===== src/logic/fob_pkg.sv =====
package fob_pkg;
    // register byte addresses
    localparam logic [11:0] OFS_KEY      = 12'h000;
    localparam logic [11:0] OFS_BLOCK    = 12'h004;
    localparam logic [11:0] OFS_CTRL     = 12'h008;
    localparam logic [11:0] OFS_RESULT   = 12'h00C;
    localparam logic [11:0] OFS_STATUS   = 12'h010;
    localparam logic [11:0] OFS_IRQ_STAT = 12'h014;
    localparam logic [11:0] OFS_IRQ_MASK = 12'h018;

    // control and interrupt bit positions
    localparam int CTRL_START_BIT = 0;
    localparam int CTRL_FCSB_BIT  = 1;
    localparam int IRQ_ERASE_BIT  = 0;
    localparam int IRQ_BAUD_BIT   = 1;

    // reset values
    localparam logic [7:0] KEY_RESET   = 8'h00;
    localparam logic [7:0] BLOCK_RESET = 8'h00;
    localparam logic [1:0] IRQ_RESET   = 2'h0;

    // erase checks and timing
    localparam logic [7:0]  KEY_GOOD     = 8'h5A;
    localparam logic [7:0]  USER_BLOCKS  = 8'h10;
    localparam logic [15:0] ERASE_CYCLES = 16'h0040;

    // mode pin codes
    localparam logic [2:0] MD_BOOT      = 3'h0;
    localparam logic [2:0] MD_USER_PROG = 3'h6;

    // serial link
    localparam logic [3:0]  FRAME_BITS    = 4'hA;
    localparam logic [17:0] BAUD_LOW_BITS = 18'h00009;
    localparam logic [7:0]  SYNC_BYTE     = 8'h00;
    localparam logic [7:0]  CONFIRM_BYTE  = 8'h55;
    localparam logic [7:0]  CMD_ERASE     = 8'h48;
    localparam logic [7:0]  CMD_PROG      = 8'h50;
    localparam logic [7:0]  ERASE_END     = 8'hFF;

    typedef enum logic [1:0] {
        FOB_NORMAL,
        FOB_BOOT,
        FOB_USER_PROG,
        FOB_USER_BOOT
    } fob_mode_t;

    typedef enum logic [2:0] {
        L_IDLE,
        L_MEAS,
        L_SEND,
        L_CONFIRM,
        L_READY
    } fob_link_t;

    typedef enum logic [1:0] {
        A_NONE,
        A_ERASE,
        A_PROG
    } fob_arg_t;

    typedef struct packed {
        logic [2:0] rsv_hi;
        logic       key_err;
        logic       blk_err;
        logic [1:0] rsv_lo;
        logic       fail;
    } fob_result_t;

    typedef struct packed {
        logic       busy;
        logic       locked;
        fob_mode_t  mode;
    } fob_status_t;
endpackage : fob_pkg


===== src/logic/fob_core.sv =====
`timescale 1ns/100ps
`default_nettype none
module fob_core import fob_pkg::*; (
    input  wire logic        i_clock,
    input  wire logic        i_rst,
    input  wire logic        i_psel,
    input  wire logic        i_penable,
    input  wire logic        i_pwrite,
    input  wire logic [11:0] i_paddr,
    input  wire logic [31:0] i_pwdata,
    output var  logic [31:0] o_prdata,
    output var  logic        o_pready,
    output var  logic        o_pslverr,
    input  wire logic        i_flash_write_permit_pin,
    input  wire logic [2:0]  i_mode_select_pin,
    input  wire logic        i_nmi,
    input  wire logic        i_irq_req,
    input  wire logic        i_rxd,
    output var  logic        o_txd,
    output var  fob_mode_t   o_mode,
    output var  logic        o_flash_on,
    output var  logic        o_erase_busy,
    output var  logic [7:0]  o_erase_block,
    output var  logic [7:0]  o_prog_data,
    output var  logic        o_prog_valid,
    output var  logic        o_nmi_taken,
    output var  logic        o_irq_taken,
    output var  logic        o_irq
);
    function automatic logic hit(input logic [11:0] a, input logic [11:0] ofs);
        hit = (a == ofs);
    endfunction : hit

    function automatic fob_mode_t decode_mode(input logic flash_write_permit_pin, input logic [2:0] md,
                                              input logic nmi);
        decode_mode = FOB_NORMAL;
        if (flash_write_permit_pin && md == MD_BOOT)
            decode_mode = nmi ? FOB_BOOT : FOB_USER_BOOT;
        else if (flash_write_permit_pin && md == MD_USER_PROG)
            decode_mode = FOB_USER_PROG;
    endfunction : decode_mode

    logic        rst_q;
    fob_mode_t   mode;
    logic        fcsb;
    logic [7:0]  key;
    logic [7:0]  block;
    fob_result_t result;
    logic [1:0]  irq_stat;
    logic [1:0]  irq_mask;
    logic        busy;
    logic [15:0] erase_cnt;
    logic        erase_done;
    logic        locked;
    logic        lock_evt;
    fob_link_t   lstate;
    fob_arg_t    arg;
    logic [17:0] meas;
    logic [13:0] bit_len;
    logic        host_req;
    logic [7:0]  host_block;
    logic        rx_busy;
    logic        rx_prev;
    logic        rx_valid;
    logic [13:0] rx_cnt;
    logic [3:0]  rx_bit;
    logic [7:0]  rx_sh;
    logic        tx_load;
    logic [9:0]  tx_sh;
    logic [3:0]  tx_left;
    logic [13:0] tx_cnt;

    // mode pins are only looked at on the cycle that follows reset release
    wire fob_mode_t pin_mode = decode_mode(i_flash_write_permit_pin, i_mode_select_pin, i_nmi);
    wire boot      = (mode == FOB_BOOT);
    wire next_fon  = boot || mode == FOB_USER_BOOT || (mode == FOB_USER_PROG && fcsb);

    wire apb_done  = i_psel && i_penable && o_pready;
    wire wr        = apb_done && i_pwrite;
    wire hit_key   = hit(i_paddr, OFS_KEY);
    wire hit_blk   = hit(i_paddr, OFS_BLOCK);
    wire hit_ctrl  = hit(i_paddr, OFS_CTRL);
    wire hit_res   = hit(i_paddr, OFS_RESULT);
    wire hit_stat  = hit(i_paddr, OFS_STATUS);
    wire hit_istat = hit(i_paddr, OFS_IRQ_STAT);
    wire hit_imask = hit(i_paddr, OFS_IRQ_MASK);
    wire mapped    = hit_key | hit_blk | hit_ctrl | hit_res | hit_stat | hit_istat | hit_imask;
    wire fob_status_t status = '{busy: busy, locked: locked, mode: mode};
    wire [31:0] rd_val = hit_key   ? {24'h0, key} :
                         hit_blk   ? {24'h0, block} :
                         hit_ctrl  ? {30'h0, fcsb, 1'b0} :
                         hit_res   ? {24'h0, result} :
                         hit_stat  ? {28'h0, status} :
                         hit_istat ? {30'h0, irq_stat} :
                         hit_imask ? {30'h0, irq_mask} : 32'h0;

    // software erase only counts while the flash is opened for programming
    wire sw_start  = wr && hit_ctrl && i_pwdata[CTRL_START_BIT] && o_flash_on;
    wire start_acc = (sw_start || host_req) && !busy;
    wire [7:0] req_blk = sw_start ? block : host_block;
    wire next_key_err = sw_start && key != KEY_GOOD;
    wire next_blk_err = req_blk >= USER_BLOCKS;
    wire rx_en     = (lstate == L_CONFIRM) || (lstate == L_READY);
    wire tx_busy   = (tx_left != 4'h0);
    wire [1:0] irq_evt = {lock_evt, erase_done};

    always_ff @(posedge i_clock) begin
        rst_q <= i_rst;
        if (i_rst)
            mode <= FOB_NORMAL;
        else if (rst_q)
            mode <= pin_mode;
    end

    always_ff @(posedge i_clock) begin
        if (i_rst) begin
            o_pready  <= 1'b0;
            o_prdata  <= 32'h0;
            o_pslverr <= 1'b0;
        end else begin
            o_pready  <= i_psel && i_penable && !o_pready;
            o_prdata  <= rd_val;
            o_pslverr <= i_psel && i_penable && !o_pready && !mapped;
        end
    end

    always_ff @(posedge i_clock) begin
        if (i_rst) begin
            key      <= KEY_RESET;
            block    <= BLOCK_RESET;
            fcsb     <= 1'b0;
            irq_mask <= IRQ_RESET;
            irq_stat <= IRQ_RESET;
        end else begin
            if (wr && hit_key)
                key <= i_pwdata[7:0];
            if (wr && hit_blk)
                block <= i_pwdata[7:0];
            if (wr && hit_ctrl)
                fcsb <= i_pwdata[CTRL_FCSB_BIT];
            if (wr && hit_imask)
                irq_mask <= i_pwdata[1:0];
            // a new event beats a clearing write in the same cycle
            irq_stat <= (irq_stat & ~((wr && hit_istat) ? i_pwdata[1:0] : 2'h0)) | irq_evt;
        end
    end

    // erase engine: a failed check finishes at once, a good one runs the timer
    always_ff @(posedge i_clock) begin
        if (i_rst) begin
            busy          <= 1'b0;
            erase_cnt     <= 16'h0;
            erase_done    <= 1'b0;
            result        <= '0;
            o_erase_block <= 8'h0;
        end else begin
            erase_done <= 1'b0;
            if (start_acc) begin
                if (next_key_err || next_blk_err) begin
                    result     <= '{rsv_hi: 3'h0, key_err: next_key_err, blk_err: next_blk_err,
                                    rsv_lo: 2'h0, fail: 1'b1};
                    erase_done <= 1'b1;
                end else begin
                    busy          <= 1'b1;
                    erase_cnt     <= ERASE_CYCLES;
                    o_erase_block <= req_blk;
                end
            end else if (busy) begin
                erase_cnt <= erase_cnt - 16'h1;
                if (erase_cnt == 16'h1) begin
                    busy       <= 1'b0;
                    erase_done <= 1'b1;
                    result     <= '0;
                end
            end
        end
    end

    // link: bit-rate hunt on the first H'00, answer, confirm, then commands
    always_ff @(posedge i_clock) begin
        if (i_rst) begin
            lstate      <= L_IDLE;
            meas        <= 18'h0;
            bit_len     <= 14'h1;
            locked      <= 1'b0;
            lock_evt    <= 1'b0;
            tx_load     <= 1'b0;
            arg         <= A_NONE;
            host_req    <= 1'b0;
            host_block  <= 8'h0;
            o_prog_data <= 8'h0;
            o_prog_valid <= 1'b0;
        end else begin
            lock_evt     <= 1'b0;
            tx_load      <= 1'b0;
            o_prog_valid <= 1'b0;
            if (start_acc && !sw_start)
                host_req <= 1'b0;
            case (lstate)
                L_IDLE: begin
                    if (boot && !i_rxd) begin
                        lstate <= L_MEAS;
                        meas   <= 18'h1;
                    end
                end
                L_MEAS: begin
                    if (!i_rxd) begin
                        meas <= meas + 18'h1;
                    end else begin
                        // start bit plus eight zero bits gave nine bit times of low
                        bit_len <= 14'(meas / BAUD_LOW_BITS);
                        tx_load <= 1'b1;
                        lstate  <= L_SEND;
                    end
                end
                L_SEND: begin
                    if (!tx_busy && !tx_load)
                        lstate <= L_CONFIRM;
                end
                L_CONFIRM: begin
                    if (rx_valid) begin
                        if (rx_sh == CONFIRM_BYTE) begin
                            lstate   <= L_READY;
                            locked   <= 1'b1;
                            lock_evt <= 1'b1;
                        end else begin
                            lstate <= L_IDLE;
                        end
                    end
                end
                L_READY: begin
                    if (rx_valid) begin
                        case (arg)
                            A_NONE: begin
                                if (rx_sh == CMD_ERASE)
                                    arg <= A_ERASE;
                                else if (rx_sh == CMD_PROG)
                                    arg <= A_PROG;
                            end
                            A_ERASE: begin
                                if (rx_sh == ERASE_END) begin
                                    arg <= A_NONE;
                                end else begin
                                    host_req   <= 1'b1;
                                    host_block <= rx_sh;
                                end
                            end
                            A_PROG: begin
                                o_prog_data  <= rx_sh;
                                o_prog_valid <= 1'b1;
                                arg          <= A_NONE;
                            end
                            default: arg <= A_NONE;
                        endcase
                    end
                end
                default: lstate <= L_IDLE;
            endcase
        end
    end

    // receiver: mid-bit sampling at the measured rate, no parity
    always_ff @(posedge i_clock) begin
        if (i_rst) begin
            rx_busy  <= 1'b0;
            rx_prev  <= 1'b1;
            rx_valid <= 1'b0;
            rx_cnt   <= 14'h0;
            rx_bit   <= 4'h0;
            rx_sh    <= 8'h0;
        end else begin
            rx_valid <= 1'b0;
            rx_prev  <= i_rxd;
            if (!rx_busy) begin
                if (rx_en && rx_prev && !i_rxd) begin
                    rx_busy <= 1'b1;
                    rx_cnt  <= {1'b0, bit_len[13:1]};
                    rx_bit  <= 4'h0;
                end
            end else if (rx_cnt != 14'h0) begin
                rx_cnt <= rx_cnt - 14'h1;
            end else begin
                rx_cnt <= bit_len - 14'h1;
                rx_bit <= rx_bit + 4'h1;
                if (rx_bit == 4'h0 && i_rxd) begin
                    rx_busy <= 1'b0;
                end else if (rx_bit == FRAME_BITS - 4'h1) begin
                    rx_busy  <= 1'b0;
                    rx_valid <= i_rxd;
                end else if (rx_bit != 4'h0) begin
                    rx_sh <= {i_rxd, rx_sh[7:1]};
                end
            end
        end
    end

    // transmitter: start bit, eight data bits lsb first, one stop bit
    always_ff @(posedge i_clock) begin
        if (i_rst) begin
            tx_sh   <= 10'h3FF;
            tx_left <= 4'h0;
            tx_cnt  <= 14'h0;
            o_txd   <= 1'b1;
        end else if (tx_load) begin
            tx_sh   <= {1'b1, SYNC_BYTE, 1'b0};
            tx_left <= FRAME_BITS;
            tx_cnt  <= bit_len - 14'h1;
            o_txd   <= 1'b0;
        end else if (tx_busy) begin
            if (tx_cnt != 14'h0) begin
                tx_cnt <= tx_cnt - 14'h1;
            end else begin
                tx_cnt  <= bit_len - 14'h1;
                tx_left <= tx_left - 4'h1;
                tx_sh   <= {1'b1, tx_sh[9:1]};
                o_txd   <= tx_sh[1];
            end
        end
    end

    // boot mode swallows every request, including our own event line
    always_ff @(posedge i_clock) begin
        if (i_rst) begin
            o_mode       <= FOB_NORMAL;
            o_flash_on   <= 1'b0;
            o_erase_busy <= 1'b0;
            o_nmi_taken  <= 1'b0;
            o_irq_taken  <= 1'b0;
            o_irq        <= 1'b0;
        end else begin
            o_mode       <= mode;
            o_flash_on   <= next_fon;
            o_erase_busy <= busy;
            o_nmi_taken  <= i_nmi && !boot;
            o_irq_taken  <= i_irq_req && !boot;
            o_irq        <= |(irq_stat & irq_mask) && !boot;
        end
    end
endmodule : fob_core
`default_nettype wire


===== config.mk =====
export PLATFORM = sky130hd
export DESIGN_NAME = fob_core
export DESIGN_NICKNAME = d
export VERILOG_FILES = /design/src/logic/fob_pkg.sv /design/src/logic/fob_core.sv
export SDC_FILE = /design/constraint.sdc
export NUM_CORES = 1
export LEC_CHECK = 0
export ABC_CLOCK_PERIOD_IN_PS = 8500
export BUFFER_PORTS_ARGS = -buffer_cell sky130_fd_sc_hd__buf_2
export CORE_ASPECT_RATIO = 1.75
export CORE_MARGIN = 2
export CORE_UTILIZATION = 30
export DETAILED_ROUTE_END_ITERATION = 16
export PLACE_DENSITY = 0.54
export SETUP_SLACK_MARGIN = 0.4
export SLEW_MARGIN = 20
export SYNTH_ARGS = -nofsm -noshare
export SYNTH_HDL_FRONTEND = slang
export SYNTH_SLANG_ARGS = --single-unit

===== constraint.sdc =====
create_clock -name i_clock -period 8.5 [get_ports i_clock]
set_clock_uncertainty 0.15 [all_clocks]
set_input_delay 2.55 -clock i_clock [delete_from_list [all_inputs] [get_ports i_clock]]
set_output_delay 2.55 -clock i_clock [all_outputs]
set_load 0.005 [all_outputs]

# Yosys cells after proc, flatten, opt, wreduce, memory -nomap -nowiden
# Cells that the tools add are included.
dict set report op_classes {
  add_sub_neg 7
  muxes 71
  div 1
  n_reduce_logical 74
  n_eq_ne 34
  magnitude_cmp 1
  n_bitwise 21
}
# operator count
set ops {}
lappend ops {{14-bit two-way mux} 6}
lappend ops {{8-bit two-way mux} 9}
lappend ops {{16-bit two-way mux} 3}
lappend ops {{14-bit by 1-bit subtractor with 14-bit output, second input constant} 3}
lappend ops {{12-bit by 5-bit == test with 1-bit output, second input constant} 3}
lappend ops {{18-bit two-way mux} 2}
lappend ops {{18-bit case mux with 2 select lines} 1}
lappend ops {{4-bit two-way mux} 7}
lappend ops {{14-bit nonzero test} 2}
lappend ops {{9-bit two-way mux} 3}
lappend ops {{1-bit logical AND} 26}
lappend ops {{12-bit by 4-bit == test with 1-bit output, second input constant} 2}
lappend ops {{8-bit by 7-bit == test with 1-bit output, second input constant} 3}
lappend ops {{1-bit two-way mux} 24}
lappend ops {{18-bit by 1-bit adder with 18-bit output, second input constant} 1}
lappend ops {{18-bit by 4-bit divider with 18-bit output, second input constant} 1}
lappend ops {{2-bit two-way mux} 9}
lappend ops {{2-bit != test, second input constant} 9}
lappend ops {{16-bit by 1-bit == test with 1-bit output, second input constant} 1}
lappend ops {{16-bit by 1-bit subtractor with 16-bit output, second input constant} 1}
lappend ops {{3-bit two-way mux} 5}
lappend ops {{3-bit case mux with 5 select lines} 1}
lappend ops {{12-bit by 3-bit == test with 1-bit output, second input constant} 1}
lappend ops {{12-bit logical NOT} 1}
lappend ops {{34 further kinds} 85}
dict set report totals {
  output_inout_bits 59
  elab_cells 257
  ff_bits 214
  inputBits 56
}

# Logic depth before layout (Yosys ltp)
# Gate-level depths: netlist (run 1).
dict set report depth {
  depth_word 14
  depth_mapped 32
  depth_no_buf 28
}

# Least setup slack after synthesis (run 1)
# No wires, ideal clock.
dict set report synth_path {
  path_kind {register to register}
  start {reg meas[14]}
  end {reg bit_len[0]}
  period_less_slack_ps 6872
  path_stages_with_launch 31
  path_buffers 2
  arrival_time_ps 6646
  slack_ps 1628
  path_cell_list {dfxtp_1 > buf_4 > or3b_1 > a311oi_2 > a311oi_2 > o21bai_1 > and3_1 > o31ai_2 > nand3_1 > a21oi_2 > mux2i_2 > a221o_1 > nand4_1 > a31o_1 > or4b_1 > buf_2 > a221oi_2 > o211ai_1 > mux2i_1 > o21ai_0 > nor2b_1 > inv_1 > ha_1 > nor2_1 > a41oi_1 > o21ai_0 > a221oi_2 > o221ai_1 > a21o_1 > a211o_1 > a41oi_2}
}
dict set report synth_between {
  elab_chain_cells 1
}
# element line_no
set synth_lines {}
lappend synth_lines {{start, declared} fob_core.sv:58} ;# logic [17:0] meas;
lappend synth_lines {{start signal, assigned} fob_core.sv:208} ;# meas <= meas + 18'h1;
lappend synth_lines {{18-bit by 4-bit divider with 18-bit output} fob_core.sv:211} ;# bit_len <= 14'(meas / BAUD_LOW_BITS);
lappend synth_lines {{end signal, assigned} fob_core.sv:211}
lappend synth_lines {{end, declared} fob_core.sv:59} ;# logic [13:0] bit_len;
# No other way between the ends.
# A chain may end at the register's enable or synchronous reset.

# Worst setup path in the final report (run 1)
dict set report layout_path {
  start {reg meas[15]}
  end {reg bit_len[0]}
}
# The elaborated chain is that of the path after synthesis.

==> impl_metrics.yaml, run 1 <==
worst_hold_path:
  whs_path_depth: 2
  min_from: "lock_evt$_SDFF_PP0_"
  hp-class: "register to register"
  min_to: "irq_stat[1]$_SDFF_PP0_"
clock_tree:
  clkLatencyLatePin_ns: 0.45
  cts_buffers: 17
  cts-root-buf: "clkbuf_16"
  h-tree-depth: 4
  cts_tree: "built"
  cts_buffer_depth: 2
  clk_pin_slew_ns: 0.08
  cts_sinks: 184
  holdBufCountCts: 0
synthesis:
  synth_area_leaders: "dfxtp_1 (34%), nor2_1 (7.4%), mux2i_1 (5.9%), a21oi_1 (3.9%), nand2_1 (3.4%)"
  synthCells: 1374
  synth_area_sq_um: 10900
  ys_seq_area_share_pct: 33.7
  synth_cell_types: 96
  synth_top_flop_cell: "dfxtp_1"
  ys_seq_elements: 184
  synthDominantCellAreaShare_pct: 33.7
  synth-edff-count: 0
  synth_area_leader_cell: "dfxtp_1"
  async_reset_ff_share_pct: 0
  syn_avg_cell_area_sq_um: 7.96
  yosysWarnings: 0
critical_path:
  rr_worst_depth: 29
  timing.rr.end: "bit_len[0]$_SDFFE_PP1P_"
  cp.arrival_ns: 7.87
  cp_max_fo: 14
  startpoint: "meas[15]$_SDFFE_PP0P_"
  critPathMaxStageDelay_ns: 0.57
  ff2ff_setup_slack_ns: 0.86
  setup.worst_path.end_class: "register"
  slowest_stage: "or4b_4"
  r2r-start: "meas[15]$_SDFFE_PP0P_"
  cp-start-kind: "register"
  critPathKind: "register to register"
  cp_data_required_time_ns: 8.73
floorplanning:
  pin_count: 115
  core_area_sq_um: 36000
  dieArea_sq_um: 38000
  fp.dieH_microns: 257
  start_util_pct: 30.3
  num_rows: 92
  die_x_microns: 148
power_and_ir_drop:
  p_leak_uw: 0.00469
  vdd_drop_max_mv: 0.129
  finalPower_uw: 2220
  p_per_area_nw_per_um2: 178
global_routing:
  grt_pass1_vias: 9624
  met1_usage_pct: 15.0
  grt_remaining_overflow: 0
  grt_antenna_before_repair: 0
  busiest_layer: "met2"
  grt_use_met3_pct: 2.47
  track_usage_pct: 15.3
  grt_max_degree: 89
  met2_usage_pct: 30.7
  grt_first_pass_wirelength_microns: 47500
detailed_routing:
  firstDrtPassIters: 5
  via_per_inst: 5.31
  ant_nets: 0
  drt-total-wl_microns: 29800
  drtIter0Drc: 608
  vias: 10100
  route.detailed.drc: 0
  wl_per_cell_microns: 15.6
cells_and_area:
  final_cell_mix: "nor2_1 (214), dfxtp_1 (179), nand2_1 (99), a21oi_1 (83), buf_2 (65)"
  layout_commonest_cell: "nor2_1"
  area_growth_pct: 13.8
  stdcell_count: 1902
  fin_nets: 1489
  layout-drive-gt1-share_pct: 15.0
  diodes: 0
outcome:
  status: "finished, final reports clean"
sta:
  fin_crit_ns: 7.64
  fmax_mhz: 131
  finalCritPeriodShare_pct: 89.9
  hold_viol_final: 0
  setup_slack_ns: 0.856
  setup_viol: 0
  final.setup.tns_ns: 0
  maxSlewViolCount: 0
  worst_pin_slew_ns: 0.955
  rsz0062_at_grt: "no"
  slew_headroom_pct: 36.1
placement:
  placed_cells: 1860
  io_buffers: 66
  gp_congestion: 0.871
  pre_cts_ws_ns: 0.204
  dp_hpwl_microns: 22200
run:
  maxCapViolCount: 0
[layer usage]
| metal | vias to the layer above | share of wire (%) |
|---|---|---|
| met5 | - | 0 |
| met4 | 0 | 3.0 |
| met3 | 67 | 3.0 |
| met2 | 239 | 56 |
| met1 | 4768 | 38 |
| li1 | 5035 | - |
[area by class of cell]
type                    instances  area, sq um
well taps                     470          588
repair buffers                102          603
flip-flops and latches        184         3690
fillers                      3819        23600
clock inverters                15          133
clock buffers                  17          425
multi-input cells            1076         6850
inverters                      38          143
[worst max path at each step]
stage,to,slack [ns],depth (start not counted)
6_report,bit_len[0]$_SDFFE_PP1P_,0.86,29
3_3_place_gp,bit_len[0]$_SDFFE_PP1P_,0.28,28
3_5_place_dp,bit_len[0]$_SDFFE_PP1P_,0.20,28
4_1_cts,bit_len[0]$_SDFFE_PP1P_,0.43,28
2_1_floorplan,bit_len[0]$_SDFFE_PP1P_,1.63,30
5_1_grt,bit_len[0]$_SDFFE_PP1P_,0.41,31
[cell usage after synthesis (all sizes together) (20+ instances only)]
| cell type | count |
|---|---|
| buf | 41 |
| nor2b | 25 |
| nor3 | 57 |
| clkbuf | 58 |
| inv | 33 |
| o21ai | 60 |
| and3 | 20 |
| dfxtp | 184 |
| xnor2 | 37 |
| a211oi | 26 |
| nor2 | 216 |
| nor4 | 24 |
| nand3 | 39 |
| a21oi | 87 |
| mux2i | 65 |
| nand2 | 99 |
[cells by family after synthesis]
logic type | after synthesis | synth area share (%)
flip-flops | 184 | 33.7
adder cells (fa/ha/maj) | 14 | 1.60
AO/OA/AOI/OAI | 333 | 21.4
multiplexers | 70 | 6.50
buffers and inverters | 137 | 6.01
XOR/XNOR | 56 | 4.66
AND/OR/NAND/NOR | 579 | 26.1
other | 1 | 0.0343
[critical path, delay by kind of cell (launching register included)]
| kind | cells | cell delay [ns] |
|---|---|---|
| AND/OR/NAND/NOR | 8 | 2.17 |
| AO/OA/AOI/OAI | 18 | 4.31 |
| flip-flops | 1 | 0.41 |
| buffers and inverters | 2 | 0.29 |
| adder cells (fa/ha/maj) | 1 | 0.22 |
[power breakdown]
group	switching, uW	internal (uW)	total, uW
registers	31.4	900	932
clock network	384	387	771
logic	337	177	513
total	753	1460	2220
[repair_timing]
item	4_1_cts	5_1_grt
setup endpoints to repair	2	2
hold endpoints to repair	0	0
gates resized for setup	4	35
pin swaps	0	8
buffers inserted	0	10
[sequential cells by signal, summed over array words and instances (netlist names), 9 cells and up]
register / flops
erase_cnt: 16
meas: 18
tx_cnt: 14
tx_sh: 9
rx_cnt: 14
bit_len: 14
[metrics by stage]
stage	util, %	area (sq um)	hold slack (ns)
after CTS	33.8	12200	0.299
final	34.5	12400	0.292
after global placement	32.3	11600	0.274
after floorplan	-	11000	0.263
after detailed placement	32.3	11600	0.281
after global routing	34.5	12400	0.309
Power figures use the tool's default switching activity.
==> run 2, diff against run 1 <==
--- a/config.mk
+++ b/config.mk
@@ -11,7 +11,6 @@
 export CORE_MARGIN = 2
 export CORE_UTILIZATION = 30
 export DETAILED_ROUTE_END_ITERATION = 16
-export PLACE_DENSITY = 0.54
 export SETUP_SLACK_MARGIN = 0.4
 export SLEW_MARGIN = 20
 export SYNTH_ARGS = -nofsm -noshare
==> run 2 against run 1 <==
Net effect: routed wire length down 0.19%; register-to-register slack worse by 0.11 ns; non-clock buffer count decreased by 5; core utilization rose by 0.11 points; count of clock-buffer cells in the layout rose by 2; via count down 0.29%; critical endpoint unchanged; flip-flop and latch count did not move; sequential share of layout area hardly changed; setup slack worse by 0.11 ns; critical path depth increased by 2; design area up 0.33%; clock power is 13% higher.
==> impl_metrics.yaml, run 2 (synthesized netlist as in run 1, its figures left out) <==
outcome:
  status: "finished, final reports clean"
floorplanning:
  start_util_pct: 30.3
  num_rows: 92
  pin_count: 115
  dieArea_sq_um: 38000
  core_area_sq_um: 36000
  die_x_microns: 148
  fp.dieH_microns: 257
detailed_routing:
  route.detailed.drc: 0
  ant_nets: 0
  wl_per_cell_microns: 15.7
  vias: 10100
  drt-total-wl_microns: 29700
  firstDrtPassIters: 6
  drtIter0Drc: 473
  via_per_inst: 5.31
sta:
  final.setup.tns_ns: 0
  worst_pin_slew_ns: 0.932
  setup_viol: 0
  rsz0062_at_grt: "no"
  finalCritPeriodShare_pct: 91.2
  slew_headroom_pct: 37.6
  fin_crit_ns: 7.75
  maxSlewViolCount: 0
  hold_viol_final: 0
  fmax_mhz: 129
global_routing:
  grt_remaining_overflow: 0
  grt_pass1_vias: 9630
  grt_max_degree: 89
  grt_antenna_before_repair: 0
  grt_first_pass_wirelength_microns: 47000
  track_usage_pct: 15.1
placement:
  dp_hpwl_microns: 22500
  postPlaceCellArea_sq_um: 11600
  gp_congestion: 0.820
  io_buffers: 66
critical_path:
  cp_max_fo: 11
  rr_worst_depth: 31
  cp_data_required_time_ns: 8.72
  cp.arrival_ns: 7.97
  cp-start-kind: "register"
  slowest_stage: "or4b_4"
  setup.worst_path.end_class: "register"
  ff2ff_setup_slack_ns: 0.75
  critPathKind: "register to register"
  critPathMaxStageDelay_ns: 0.59
  r2r-start: "meas[16]$_SDFFE_PP0P_"
  startpoint: "meas[16]$_SDFFE_PP0P_"
worst_hold_path:
  whs_path_depth: 2
  min_from: "erase_done$_SDFF_PP0_"
  hp-class: "register to register"
clock_tree:
  cts-root-buf: "clkbuf_16"
  cts_tree: "built"
  cts_buffer_depth: 2
  cts_buffers: 17
  clkLatencyLatePin_ns: 0.45
  cts_sinks: 184
  clk_pin_slew_ns: 0.07
  h-tree-depth: 4
cells_and_area:
  fin_nets: 1484
  layout_commonest_cell: "nor2_1"
  fillers: 3773
  area_growth_pct: 14.1
  layout-drive-gt1-share_pct: 14.4
  fin_area_sq_um: 12500
  final_cell_mix: "nor2_1 (212), dfxtp_1 (177), nand2_1 (99), a21oi_1 (83), buf_2 (65)"
  largest_register_ffs: 18
  diodes: 0
  reg_top3: "meas (18), erase_cnt (16)"
  regMostFlops: "meas"
run:
  maxCapViolCount: 0
power_and_ir_drop:
  vdd_drop_max_mv: 0.130
  p_per_area_nw_per_um2: 185
  p_leak_uw: 0.00471
run 2: changes by cell type in the layout (fill, tap and decap cells not counted), sizes merged:
| cell | before | now |
|---|---|---|
| clkinv | 8 | 6 |
| buf | 102 | 97 |
| inv | 42 | 40 |
| bufinv | 0 | 4 |
| clkinvlp | 3 | 1 |
| clkbuf | 17 | 19 |
run 2: worst paths after layout:
check | endpoint
worst max-delay path | bit_len[0]$_SDFFE_PP1P_
worst min-delay path | irq_stat[0]$_SDFF_PP0_
worst max register to register | bit_len[0]$_SDFFE_PP1P_
worst min register to register | irq_stat[0]$_SDFF_PP0_
run 2: timing repair:
action	in CTS	in global routing
endpoints found under the setup margin	1	2
setup buffers	0	7
hold buffers	0	0
gates resized for setup	5	36
pin swaps	0	7
run 2: worst max-delay path: cells and delay by family, from the launching register on:
family | cells | cell delay (ns)
compound gates | 16 | 3.59
simple gates | 9 | 2.36
buf+inv | 4 | 0.67
flops | 1 | 0.39
mux | 1 | 0.27
fa+ha+maj | 1 | 0.24
run 2: routing by layer:
metal | GRT usage, % | wire length [microns] | part of all wire (%) | up-vias
met5 | 0 | 0 | 0 | -
met4 | 7.70 | 1250 | 4.2 | 0
met3 | 2.40 | 824 | 2.8 | 81
met2 | 30.7 | 16900 | 57 | 222
met1 | 13.9 | 10800 | 36 | 4763
li1 | - | - | - | 5014
run 2: cell type report:
type / instances / area (sq um) / area share [%]
repair buffers: 97 / 566 / 4.53
well taps: 470 / 588 / 4.71
multi-input cells: 1076 / 6840 / 54.9
clock inverters: 13 / 203 / 1.62
inverters: 38 / 143 / 1.14
flip-flops and latches: 184 / 3700 / 29.7
clock buffers: 19 / 433 / 3.47
run 2: where the power goes:
| group | switching [uW] | total (uW) | internal (uW) |
|---|---|---|---|
| registers | 32.5 | 933 | 900 |
| logic | 332 | 508 | 176 |
| clock network | 368 | 869 | 502 |
run 2: metrics by stage:
step / util (%) / worst slack (ns) / cells / total power, uW / hold WS (ns)
floorplan: - / 1.63 / 1397 / 1370 / 0.263
global placement: 32.2 / 0.386 / 1858 / 1450 / 0.273
detailed placement: 32.2 / 0.231 / 1858 / 1470 / 0.280
CTS: 34.0 / 0.403 / 1890 / 2340 / 0.297
global route: 34.6 / 0.407 / 1897 / 2440 / 0.322
finish: 34.6 / 0.749 / 1897 / 2310 / 0.293
